`src/rtl/sms_pkg.sv`:
```
/*
 * sms_pkg: shared constants and types of the serial shift core.
 * Assumes a single 10 MHz bus clock; nothing else is required.
 */
package sms_pkg;
    // byte and buffer shape
    localparam int unsigned DATA_W     = 8;
    localparam int unsigned BUF_DEPTH  = 2;
    // edge counter: 16 sck edges per byte
    localparam logic [3:0]  LAST_EDGE  = 4'hf;
    localparam logic [3:0]  EDGE_RST   = 4'h0;
    // reset values
    localparam logic [7:0]  SHIFT_RST  = 8'h00;
    localparam logic [7:0]  RXDATA_RST = 8'h00;
    localparam logic [6:0]  DIV_RST    = 7'h00;
    // pin order {sck, mosi, miso, select_n}; select idles high
    localparam logic [3:0]  PIN_RST    = 4'h1;
    // bus cycles per bit for rate codes 0..3
    localparam int unsigned BIT_CYC_0  = 2;
    localparam int unsigned BIT_CYC_1  = 8;
    localparam int unsigned BIT_CYC_2  = 32;
    localparam int unsigned BIT_CYC_3  = 128;

    // sequencer states
    typedef enum logic [1:0] {
        ST_IDLE,
        ST_LEAD,
        ST_RUN
    } sms_state_t;

    // half a bit time in bus cycles for a rate code
    function automatic logic [6:0] sms_half_bit(input logic [1:0] rate);
        unique case (rate)
            2'h0: sms_half_bit = 7'(BIT_CYC_0 / 2);
            2'h1: sms_half_bit = 7'(BIT_CYC_1 / 2);
            2'h2: sms_half_bit = 7'(BIT_CYC_2 / 2);
            2'h3: sms_half_bit = 7'(BIT_CYC_3 / 2);
        endcase
    endfunction : sms_half_bit
endpackage : sms_pkg

```
`src/rtl/sms_stream_if.sv`:
```
/*
 * sms_stream_if: valid/ready byte stream between core and buffer.
 * Assumes both ends sit on the same clock.
 */
`timescale 1ns/100ps
interface sms_stream_if #(parameter int unsigned W = 8);
    logic         valid;    // word offered
    logic         ready;    // word accepted when both high
    logic [W-1:0] data;     // offered word
    // producer end
    modport src (output valid, output data, input ready);
    // consumer end
    modport snk (input valid, input data, output ready);
endinterface : sms_stream_if

```
`src/rtl/sms_core.sv`:
```
/*
 * sms_core: byte-wide full-duplex serial shift engine, master or slave.
 * Assumes pins and the slave select come from outside the clock domain
 * and pass the three-stage filter here; control bits are plain levels
 * held by software; one bus clock drives everything.
 */
`timescale 1ns/100ps
module sms_core #(
    parameter int unsigned BUF_DEPTH = sms_pkg::BUF_DEPTH
) (
    // clock and reset
    input  wire logic       clk,
    input  wire logic       rst,
    // control levels
    input  wire logic       moduleEnable,
    input  wire logic       masterSelect,
    input  wire logic       clockPhaseSel,
    input  wire logic       clockPolaritySel,
    input  wire logic       modeFaultEnable,
    input  wire logic       rateSelectHi,
    input  wire logic       rateSelectLo,
    // transmit side
    input  wire logic       txWrite,
    input  wire logic [7:0] txData,
    output wire logic       txEmptyFlag,
    // receive side and flags
    input  wire logic       rxRead,
    input  wire logic       overrunClear,
    input  wire logic       faultClear,
    output wire logic [7:0] rxData,
    output wire logic       rxFullFlag,
    output wire logic       overrunFlag,
    output wire logic       modeFaultFlag,
    output wire logic       moduleActive,
    // serial clock pin
    input  wire logic       serialClockPinIn,
    output wire logic       serialClockPinOut,
    output wire logic       serialClockPinOe,
    // data pins
    input  wire logic       mosiIn,
    output wire logic       mosiOut,
    output wire logic       mosiOe,
    input  wire logic       misoIn,
    output wire logic       misoOut,
    output wire logic       misoOe,
    // slave select, active low
    input  wire logic       slaveSelN
);
    if (BUF_DEPTH != 2) begin : g_chk
        $error("sms_core: transmit buffer must hold two bytes");
    end

    // ---- pin filter ----
    logic [3:0] pinRaw;   // {sck, mosi, miso, select_n}
    logic [3:0] sync1_r;  // first stage, read by sync2 only
    logic [3:0] sync2_r;  // second stage
    logic [3:0] sync3_r;  // third stage
    logic [3:0] pinF_r;   // accepted pin levels
    logic [3:0] pinP_r;   // accepted levels one cycle back

    assign pinRaw = {serialClockPinIn, mosiIn, misoIn, slaveSelN};

    // three-stage synchroniser
    always_ff @(posedge clk or posedge rst) begin
        if (rst) begin
            sync1_r <= sms_pkg::PIN_RST;
            sync2_r <= sms_pkg::PIN_RST;
            sync3_r <= sms_pkg::PIN_RST;
        end else begin
            sync1_r <= pinRaw;
            sync2_r <= sync1_r;
            sync3_r <= sync2_r;
        end
    end

    // a change counts once stages two and three agree
    always_ff @(posedge clk or posedge rst) begin
        if (rst) begin
            pinF_r <= sms_pkg::PIN_RST;
            pinP_r <= sms_pkg::PIN_RST;
        end else begin
            for (int i = 0; i < 4; i++) begin
                if (sync2_r[i] == sync3_r[i]) pinF_r[i] <= sync3_r[i];
            end
            pinP_r <= pinF_r;
        end
    end

    logic sckF;      // filtered serial clock
    logic mosiF;     // filtered mosi
    logic misoF;     // filtered miso
    logic ssF;       // filtered select, high = deselected
    logic sckEdge;   // serial clock changed
    logic ssFall;    // select just went low
    assign sckF    = pinF_r[3];
    assign mosiF   = pinF_r[2];
    assign misoF   = pinF_r[1];
    assign ssF     = pinF_r[0];
    assign sckEdge = pinF_r[3] != pinP_r[3];
    assign ssFall  = pinP_r[0] && !pinF_r[0];

    // ---- enable and mode fault ----
    logic faultOff_r;  // cleared enable after master fault
    logic enEff;       // module really enabled
    logic master;      // master and enabled
    logic clock_phase_sel;        // clock phase
    logic masterFault; // select low on a master
    logic slaveFault;  // select high during slave transfer
    logic modeFault_r; // sticky mode fault flag
    sms_pkg::sms_state_t state_r;

    assign enEff = moduleEnable && !faultOff_r;
    assign master = enEff && masterSelect;
    assign clock_phase_sel = clockPhaseSel;
    assign masterFault = master && modeFaultEnable && !ssF;
    assign slaveFault = enEff && !masterSelect && modeFaultEnable
                        && ssF && (state_r == sms_pkg::ST_RUN);

    // master fault acts like writing zero to the enable
    always_ff @(posedge clk or posedge rst) begin
        if (rst) begin
            faultOff_r <= 1'b0;
        end else if (masterFault) begin
            faultOff_r <= 1'b1;
        end else if (!moduleEnable) begin
            faultOff_r <= 1'b0;
        end
    end

    // sticky fault flag, set wins over clear, kept while disabled
    always_ff @(posedge clk or posedge rst) begin
        if (rst) begin
            modeFault_r <= 1'b0;
        end else if (masterFault || slaveFault) begin
            modeFault_r <= 1'b1;
        end else if (faultClear) begin
            modeFault_r <= 1'b0;
        end
    end

    // ---- bit clock divider ----
    logic [6:0] divCnt_r;  // free-running half-bit counter
    logic [6:0] halfCnt;   // half bit for current rate
    logic       tick;      // one-cycle half-bit enable

    assign halfCnt = sms_pkg::sms_half_bit({rateSelectHi, rateSelectLo});
    assign tick = master && (divCnt_r == 7'(halfCnt - 7'h01));

    // runs only for an enabled master, free of any transfer
    always_ff @(posedge clk or posedge rst) begin
        if (rst) begin
            divCnt_r <= sms_pkg::DIV_RST;
        end else if (!master) begin
            divCnt_r <= sms_pkg::DIV_RST;
        end else if (tick) begin
            divCnt_r <= sms_pkg::DIV_RST;
        end else begin
            divCnt_r <= 7'(divCnt_r + 7'h01);
        end
    end

    // ---- transmit buffer ----
    sms_stream_if #(.W(8)) txIn ();
    sms_stream_if #(.W(8)) txOut ();
    logic popFire;   // buffer byte moves into the shifter

    assign txIn.valid  = txWrite;
    assign txIn.data   = txData;
    assign txEmptyFlag = txIn.ready;

    sms_fifo #(
        .WIDTH (8),
        .DEPTH (BUF_DEPTH)
    ) u_txbuf (
        .clk   (clk),
        .rst   (rst),
        .flush (!enEff),
        .inS   (txIn),
        .outS  (txOut)
    );

    // ---- sequencer ----
    logic [3:0] edgeCnt_r;  // sck edge index within the byte
    logic [7:0] shreg_r;    // shift register
    logic       sample_r;   // last captured bit
    logic       slvSel;     // enabled slave, selected
    logic       slvStart;   // slave transfer begins now
    logic       slvAbort;   // select lost mid-transfer
    logic       edgeEv;     // an sck edge is processed
    logic       sampleEdge; // this edge captures
    logic       firstDrive; // phase-one opening edge
    logic       inBit;      // incoming serial bit
    logic       done;       // byte complete
    logic [7:0] newByte;    // byte completed at last edge

    assign slvSel = enEff && !masterSelect && !ssF;
    // phase one: first sck edge leaving idle; phase zero: select fall
    assign slvStart = slvSel && (state_r == sms_pkg::ST_IDLE)
                      && (clock_phase_sel ? (sckEdge && (sckF != clockPolaritySel))
                               : ssFall);
    assign slvAbort = enEff && !masterSelect && ssF
                      && (state_r == sms_pkg::ST_RUN);
    // loads happen only while idle, never during a slave transfer
    assign txOut.ready = enEff && (state_r == sms_pkg::ST_IDLE)
                         && !slvStart;
    assign popFire = txOut.valid && txOut.ready;

    always_comb begin
        if (master) begin
            edgeEv = (state_r == sms_pkg::ST_RUN) && tick;
        end else if (state_r == sms_pkg::ST_RUN) begin
            edgeEv = slvSel && sckEdge;
        end else begin
            edgeEv = slvStart && clock_phase_sel;
        end
    end

    assign sampleEdge = edgeCnt_r[0] == clock_phase_sel;
    assign firstDrive = clock_phase_sel && (edgeCnt_r == sms_pkg::EDGE_RST);
    assign inBit = master ? misoF : mosiF;
    assign newByte = {shreg_r[6:0], clock_phase_sel ? inBit : sample_r};
    assign done = edgeEv && (edgeCnt_r == sms_pkg::LAST_EDGE);

    // state and edge counter
    always_ff @(posedge clk or posedge rst) begin
        if (rst) begin
            state_r   <= sms_pkg::ST_IDLE;
            edgeCnt_r <= sms_pkg::EDGE_RST;
        end else if (!enEff || slvAbort) begin
            state_r   <= sms_pkg::ST_IDLE;
            edgeCnt_r <= sms_pkg::EDGE_RST;
        end else begin
            unique case (state_r)
                sms_pkg::ST_IDLE: begin
                    if (master && popFire) begin
                        // phase zero holds sck for half a bit
                        state_r <= clock_phase_sel ? sms_pkg::ST_RUN
                                        : sms_pkg::ST_LEAD;
                    end else if (slvStart) begin
                        state_r <= sms_pkg::ST_RUN;
                        edgeCnt_r <= clock_phase_sel ? 4'h1 : sms_pkg::EDGE_RST;
                    end
                end
                sms_pkg::ST_LEAD: begin
                    if (tick) state_r <= sms_pkg::ST_RUN;
                end
                sms_pkg::ST_RUN: begin
                    if (done) begin
                        // next queued byte loads the following cycle
                        state_r   <= sms_pkg::ST_IDLE;
                        edgeCnt_r <= sms_pkg::EDGE_RST;
                    end else if (edgeEv) begin
                        edgeCnt_r <= 4'(edgeCnt_r + 4'h1);
                    end
                end
            endcase
        end
    end

    // shift register: load, shift, close out
    always_ff @(posedge clk or posedge rst) begin
        if (rst) begin
            shreg_r <= sms_pkg::SHIFT_RST;
        end else if (!enEff) begin
            shreg_r <= sms_pkg::SHIFT_RST;
        end else if (popFire) begin
            shreg_r <= txOut.data;
        end else if (done) begin
            // received byte kept and sent next if nothing new is queued
            shreg_r <= newByte;
        end else if (edgeEv && !sampleEdge && !firstDrive) begin
            shreg_r <= {shreg_r[6:0], sample_r};
        end
    end

    // capture on the sampling edge
    always_ff @(posedge clk or posedge rst) begin
        if (rst) begin
            sample_r <= 1'b0;
        end else if (edgeEv && sampleEdge) begin
            sample_r <= inBit;
        end
    end

    // ---- master serial clock ----
    logic sckAct_r;  // clock at active level

    always_ff @(posedge clk or posedge rst) begin
        if (rst) begin
            sckAct_r <= 1'b0;
        end else if (!master || state_r != sms_pkg::ST_RUN) begin
            sckAct_r <= 1'b0;
        end else if (edgeEv) begin
            sckAct_r <= !sckAct_r;
        end
    end

    // ---- receive register and flags ----
    logic [7:0] rxData_r;   // last accepted byte
    logic       rxFull_r;   // unread byte present
    logic       overrun_r;  // byte lost
    logic       overflow;   // completion onto unread byte

    assign overflow = done && rxFull_r && !rxRead;

    // data and full flag move together; new byte wins over read
    always_ff @(posedge clk or posedge rst) begin
        if (rst) begin
            rxData_r <= sms_pkg::RXDATA_RST;
            rxFull_r <= 1'b0;
        end else if (done && !overflow) begin
            rxData_r <= newByte;
            rxFull_r <= 1'b1;
        end else if (rxRead) begin
            rxFull_r <= 1'b0;
        end
    end

    // overflow keeps the unread byte; set wins over clear
    always_ff @(posedge clk or posedge rst) begin
        if (rst) begin
            overrun_r <= 1'b0;
        end else if (overflow) begin
            overrun_r <= 1'b1;
        end else if (overrunClear) begin
            overrun_r <= 1'b0;
        end
    end

    // ---- outputs ----
    assign rxData        = rxData_r;
    assign rxFullFlag    = rxFull_r;
    assign overrunFlag   = overrun_r;
    assign modeFaultFlag = modeFault_r;
    assign moduleActive  = enEff;
    // pins released to general I/O while disabled
    assign serialClockPinOut = sckAct_r ^ clockPolaritySel;
    assign serialClockPinOe  = master;
    assign mosiOut = shreg_r[7];
    assign mosiOe  = master;
    assign misoOut = shreg_r[7];
    assign misoOe  = slvSel;
endmodule : sms_core

```
`src/rtl/sms_fifo.sv`:
```
/*
 * sms_fifo: small flip-flop FIFO, the queued transmit buffer.
 * Assumes one clock; flush empties it in one cycle.
 */
`timescale 1ns/100ps
module sms_fifo #(
    parameter int unsigned WIDTH = 8,
    parameter int unsigned DEPTH = 2
) (
    // clock and reset
    input wire logic clk,
    input wire logic rst,
    input wire logic flush,
    // fill and drain sides
    sms_stream_if.snk inS,
    sms_stream_if.src outS
);
    localparam int unsigned IW = (DEPTH > 1) ? $clog2(DEPTH) : 1;
    localparam int unsigned CW = $clog2(DEPTH + 1);

    if (DEPTH < 2 || WIDTH < 1) begin : g_chk
        $error("sms_fifo: DEPTH must be >= 2 and WIDTH >= 1");
    end

    logic [WIDTH-1:0] mem_r [DEPTH];  // storage
    logic [IW-1:0]    rdIdx_r;        // oldest entry
    logic [IW-1:0]    wrIdx_r;        // next free entry
    logic [CW-1:0]    count_r;        // entries held
    logic             push;
    logic             pop;

    // honest full and empty
    assign inS.ready  = (count_r != CW'(DEPTH));
    assign outS.valid = (count_r != '0);
    assign outS.data  = mem_r[rdIdx_r];
    assign push       = inS.valid && inS.ready;
    assign pop        = outS.valid && outS.ready;

    // index wrap
    function automatic logic [IW-1:0] nextIdx(input logic [IW-1:0] i);
        nextIdx = (i == IW'(DEPTH - 1)) ? '0 : IW'(i + 1'b1);
    endfunction : nextIdx

    // storage write
    always_ff @(posedge clk) begin
        if (push) begin
            mem_r[wrIdx_r] <= inS.data;
        end
    end

    // pointers and count
    always_ff @(posedge clk or posedge rst) begin
        if (rst) begin
            rdIdx_r <= '0;
            wrIdx_r <= '0;
            count_r <= '0;
        end else if (flush) begin
            rdIdx_r <= '0;
            wrIdx_r <= '0;
            count_r <= '0;
        end else begin
            if (push) wrIdx_r <= nextIdx(wrIdx_r);
            if (pop)  rdIdx_r <= nextIdx(rdIdx_r);
            if (push && !pop)      count_r <= CW'(count_r + 1'b1);
            else if (pop && !push) count_r <= CW'(count_r - 1'b1);
        end
    end
endmodule : sms_fifo

```
`config.mk`:
```
export PLATFORM = sky130hd
export DESIGN_NAME = sms_core
export DESIGN_NICKNAME = d
export VERILOG_FILES = /design/src/rtl/sms_pkg.sv /design/src/rtl/sms_stream_if.sv /design/src/rtl/sms_core.sv /design/src/rtl/sms_fifo.sv
export SDC_FILE = /design/constraint.sdc
export NUM_CORES = 1
export LEC_CHECK = 0
export BUFFER_PORTS_ARGS = -buffer_cell sky130_fd_sc_hd__buf_4
export CORE_MARGIN = 3
export CORE_UTILIZATION = 32
export CTS_CLUSTER_DIAMETER = 60
export CTS_CLUSTER_SIZE = 20
export DETAILED_ROUTE_END_ITERATION = 8
export HOLD_SLACK_MARGIN = 0.03
export PLACE_DENSITY_LB_ADDON = 0.25
export SLEW_MARGIN = 20
export SYNTH_ARGS = -nofsm -noshare
export SYNTH_HDL_FRONTEND = slang
export SYNTH_SLANG_ARGS = --single-unit
```
`constraint.sdc`:
```
create_clock -name clk -period 2.8 [get_ports clk]
set_clock_uncertainty 0.2 [all_clocks]
set_input_delay 0.42 -clock clk [delete_from_list [all_inputs] [get_ports clk]]
set_output_delay 0.42 -clock clk [all_outputs]
set_load 0.02 [all_outputs]
```
==> results.py <==
metrics = {
    "status": {
        "status": "completed",
    },
    "min_path": {
        "min_path_cells": 1,
        "hold_class": "input port to register",
        "hp-start": "txData[5]",
        "hold_end": "u_txbuf.mem_r[1][5]$_DFFE_PP_",
    },
    "power_and_ir_drop": {
        "pwr-share-comb_pct": 19.0,
        "switchingPower_uw": 743,
        "irDropWorstVdd_mv": 0.272,
        "p_per_area_nw_per_um2": 641,
        "swShare_pct": 28.0,
        "power_frac_seq_pct": 47.0,
        "intPower_uw": 1910,
        "p_leak_uw": 0.00182,
        "power.share.clock_pct": 34.0,
    },
    "sta": {
        "period_needed_ps": 2570,
        "timing.slew.headroom_pct": 53.2,
        "holdWs_ps": 53.1,
        "rsz0062_at_grt": "no",
        "hold_viol": 0,
        "setup-violations-final": 0,
        "finalCritPeriodShare_pct": 91.7,
        "fmax_ghz": 0.390,
        "worst_slew_pin_slew_ps": 700,
        "drv_slew": 0,
        "fin_tns_setup_ps": 0,
    },
    "placed_design": {
        "portBuffers": 43,
        "gp_congestion": 0.827,
        "post-dp-hpwl_um": 4760,
    },
    "detailed_routing": {
        "drtAntennaViolNets": 0,
        "vias_per_cell": 4.74,
        "drtPass1Iterations": 4,
        "routed_wirelength_um": 6490,
        "vias": 2251,
        "drc": 0,
        "dr.first_iter.drc_count": 98,
        "wl_per_cell_um": 13.7,
    },
    "layout": {
        "antennaDiodeCount": 0,
        "nets": 368,
        "drive_above_1_share_pct": 27.8,
        "area_growth_pct": 24.4,
    },
    "worst_setup_path": {
        "r2r-start": "faultOff_r$_DFFE_PP0P_",
        "cp_data_arrival_time_ps": 2600,
        "cp-start-kind": "register",
        "rrSetupSlack_ps": 230,
        "slowest_stage": "o311a_1",
        "worstSetupEndpointType": "register",
        "crit_fanout": 15,
        "rr_endpoint": "shreg_r[2]$_DFFE_PP0P_",
        "cpPeakStageDelay_ps": 570,
        "crit_chain": "nand2b_4 > or3_1 > o311a_1 > nor2_1 > nand2_2 > mux2_2",
        "critPathKind": "register to register",
        "worstPathRequired_ps": 2830,
        "r2r.worst_path.cells": 6,
    },
    "logic_synthesis": {
        "yosysWarnings": 0,
        "ys_types": 57,
        "syn-num-nets": 308,
        "synth.avg_cell_area_um2": 12.0,
        "syn_inst": 277,
        "yosysSeqAreaShare_pct": 57.5,
        "synth_edf_count": 16,
        "synthArstFlopShare_pct": 78.1,
        "synth-main-ff-cell": "dfrtp_1",
        "ys_ff_latch": 73,
        "netlist_area_um2": 3330,
    },
    "grt": {
        "grt_usage_pct": 12.4,
        "grt_pass1_vias": 2269,
        "grt_overflow_total": 0,
        "grt_max_degree": 37,
        "antenna_found_initial": 0,
        "grt_pass1_wl_um": 11100,
    },
    "floorplanning": {
        "die_y_um": 108,
        "die-area_um2": 11700,
        "io_pins": 44,
        "initial_utilization_pct": 33.4,
        "num_rows": 36,
        "core_area_um2": 9950,
        "die_width_um": 108,
    },
    "clocking": {
        "cts_resized": 0,
        "clk_pin_slew_ps": 80,
        "numCtsBuffers": 9,
        "clockRootBuffer": "clkbuf_8",
        "clock_latency_ps": 350,
        "htree_levels": 3,
        "cts_buffer_depth": 2,
        "postCtsSetupBuffers": 0,
        "clock_sinks": 73,
        "cts_tree": "yes",
    },
    "job": {
        "drv_cap": 0,
    },
}
## power groups by stage
stage	clock network [uW]	logic (uW)	registers, uW
2_1_floorplan	0	366	1240
3_3_place_gp	0	490	1270
3_5_place_dp	0	495	1270
4_1_cts	938	508	1250
5_1_grt	985	566	1260
6_report	903	503	1250
## synth_stat cells (all sizes together), types with 5 or more instances
library cell | n | share of area [%]
buf | 5 | 0.94
a21oi | 9 | 1.5
mux2 | 17 | 5.8
xor2 | 7 | 1.8
a211oi | 8 | 1.8
inv | 15 | 1.7
dfstp | 5 | 3.9
mux2i | 12 | 3.6
nor2 | 25 | 2.8
nand2b | 5 | 1.2
ha | 6 | 2.3
dfrtp | 52 | 39
o21ai | 8 | 1.2
nand2 | 18 | 2.1
nand3 | 6 | 1.3
edfxtp | 16 | 14
## worst max-delay path, delay by kind of cell, from the launching register on
kind	cells	cell delay, ps
AO/OA/AOI/OAI	1	570
multiplexers	1	310
AND/OR/NAND/NOR	4	970
flip-flops	1	390
## state kept, by name, summed over array words and instances (netlist names), 2 cells and up
name and cells:
u_txbuf.mem_r 16, rxData 8, shreg_r 8, divCnt_r 7, edgeCnt_r 4, pinF_r 4, sync1_r 4, sync2_r 4
sync3_r 4, pinP_r 2, state_r 2, u_txbuf.count_r 2
## logic make-up after synthesis
logic type               count (synthesis)  share of synthesized area, %
AND/OR/NAND/NOR                         81                          12.9
AO/OA/AOI/OAI                           51                          11.4
XOR/XNOR                                 9                          2.37
adder cells (fa/ha/maj)                 10                          3.46
multiplexers                            29                          9.36
buffers and inverters                   24                          3.08
flip-flops                              73                          57.5
## repair_timing
action                                  4_1_cts  5_1_grt
hold buffers                                  9        1
endpoints found under the hold margin        31        2
endpoints found under the setup margin        0        0
## cell type report
class                           instances  area, um^2
Fill cell                             946        5820
Sequential cell                        73        1910
Multi-Input combinational cell        180        1310
Timing Repair Buffer                   58         473
Inverter                               15        56.3
Clock buffer                           10         128
Clock inverter                          6        90.1
Tap cell                              133         166
## layer usage
layer  vias up  share of wire (%)  GRT usage, %
li1       1113                  -             -
met1      1088                 49          16.6
met2        41                 46          19.2
met3         9                3.5          3.10
met4         0                1.9          5.14
met5         -                  0             0
## placed cells by master, fill, tap and decap left out, drive strengths merged, types with 8 or more instances in the layout
master	n
dfrtp	52
buf	48
nor2	25
nand2	18
mux2	17
edfxtp	16
inv	16
mux2i	12
dlygate4sd3	10
clkbuf	10
a21oi	9
a211oi	8
o21ai	8
## how the worst max path moves through the flow
stage / start / to / slack, ps / depth (start not counted)
2_1_floorplan: faultOff_r$_DFFE_PP0P_ / rxData[0]$_DFFE_PP0P_ / 410 / 9
4_1_cts: faultOff_r$_DFFE_PP0P_ / shreg_r[4]$_DFFE_PP0P_ / 210 / 6
6_report: faultOff_r$_DFFE_PP0P_ / shreg_r[2]$_DFFE_PP0P_ / 230 / 6
3_3_place_gp: moduleEnable / shreg_r[3]$_DFFE_PP0P_ / 200 / 7
5_1_grt: faultOff_r$_DFFE_PP0P_ / shreg_r[4]$_DFFE_PP0P_ / 60 / 6
3_5_place_dp: moduleEnable / shreg_r[2]$_DFFE_PP0P_ / 170 / 7
## per-stage QoR
| step | instance area, um^2 | util [%] | worst slack [ps] | total power [uW] | std cells |
|---|---|---|---|---|---|
| after CTS | 4130 | 41.5 | 207 | 2700 | 474 |
| after detailed placement | 3820 | 38.4 | 170 | 1770 | 449 |
| final | 4140 | 41.6 | 233 | 2650 | 475 |
| after global placement | 3820 | 38.4 | 204 | 1760 | 449 |
| after floorplan | 3330 | - | 410 | 1610 | 277 |
| after global routing | 4140 | 41.6 | 57.1 | 2820 | 475 |
Note: power is estimated with default switching activity, not from simulation.
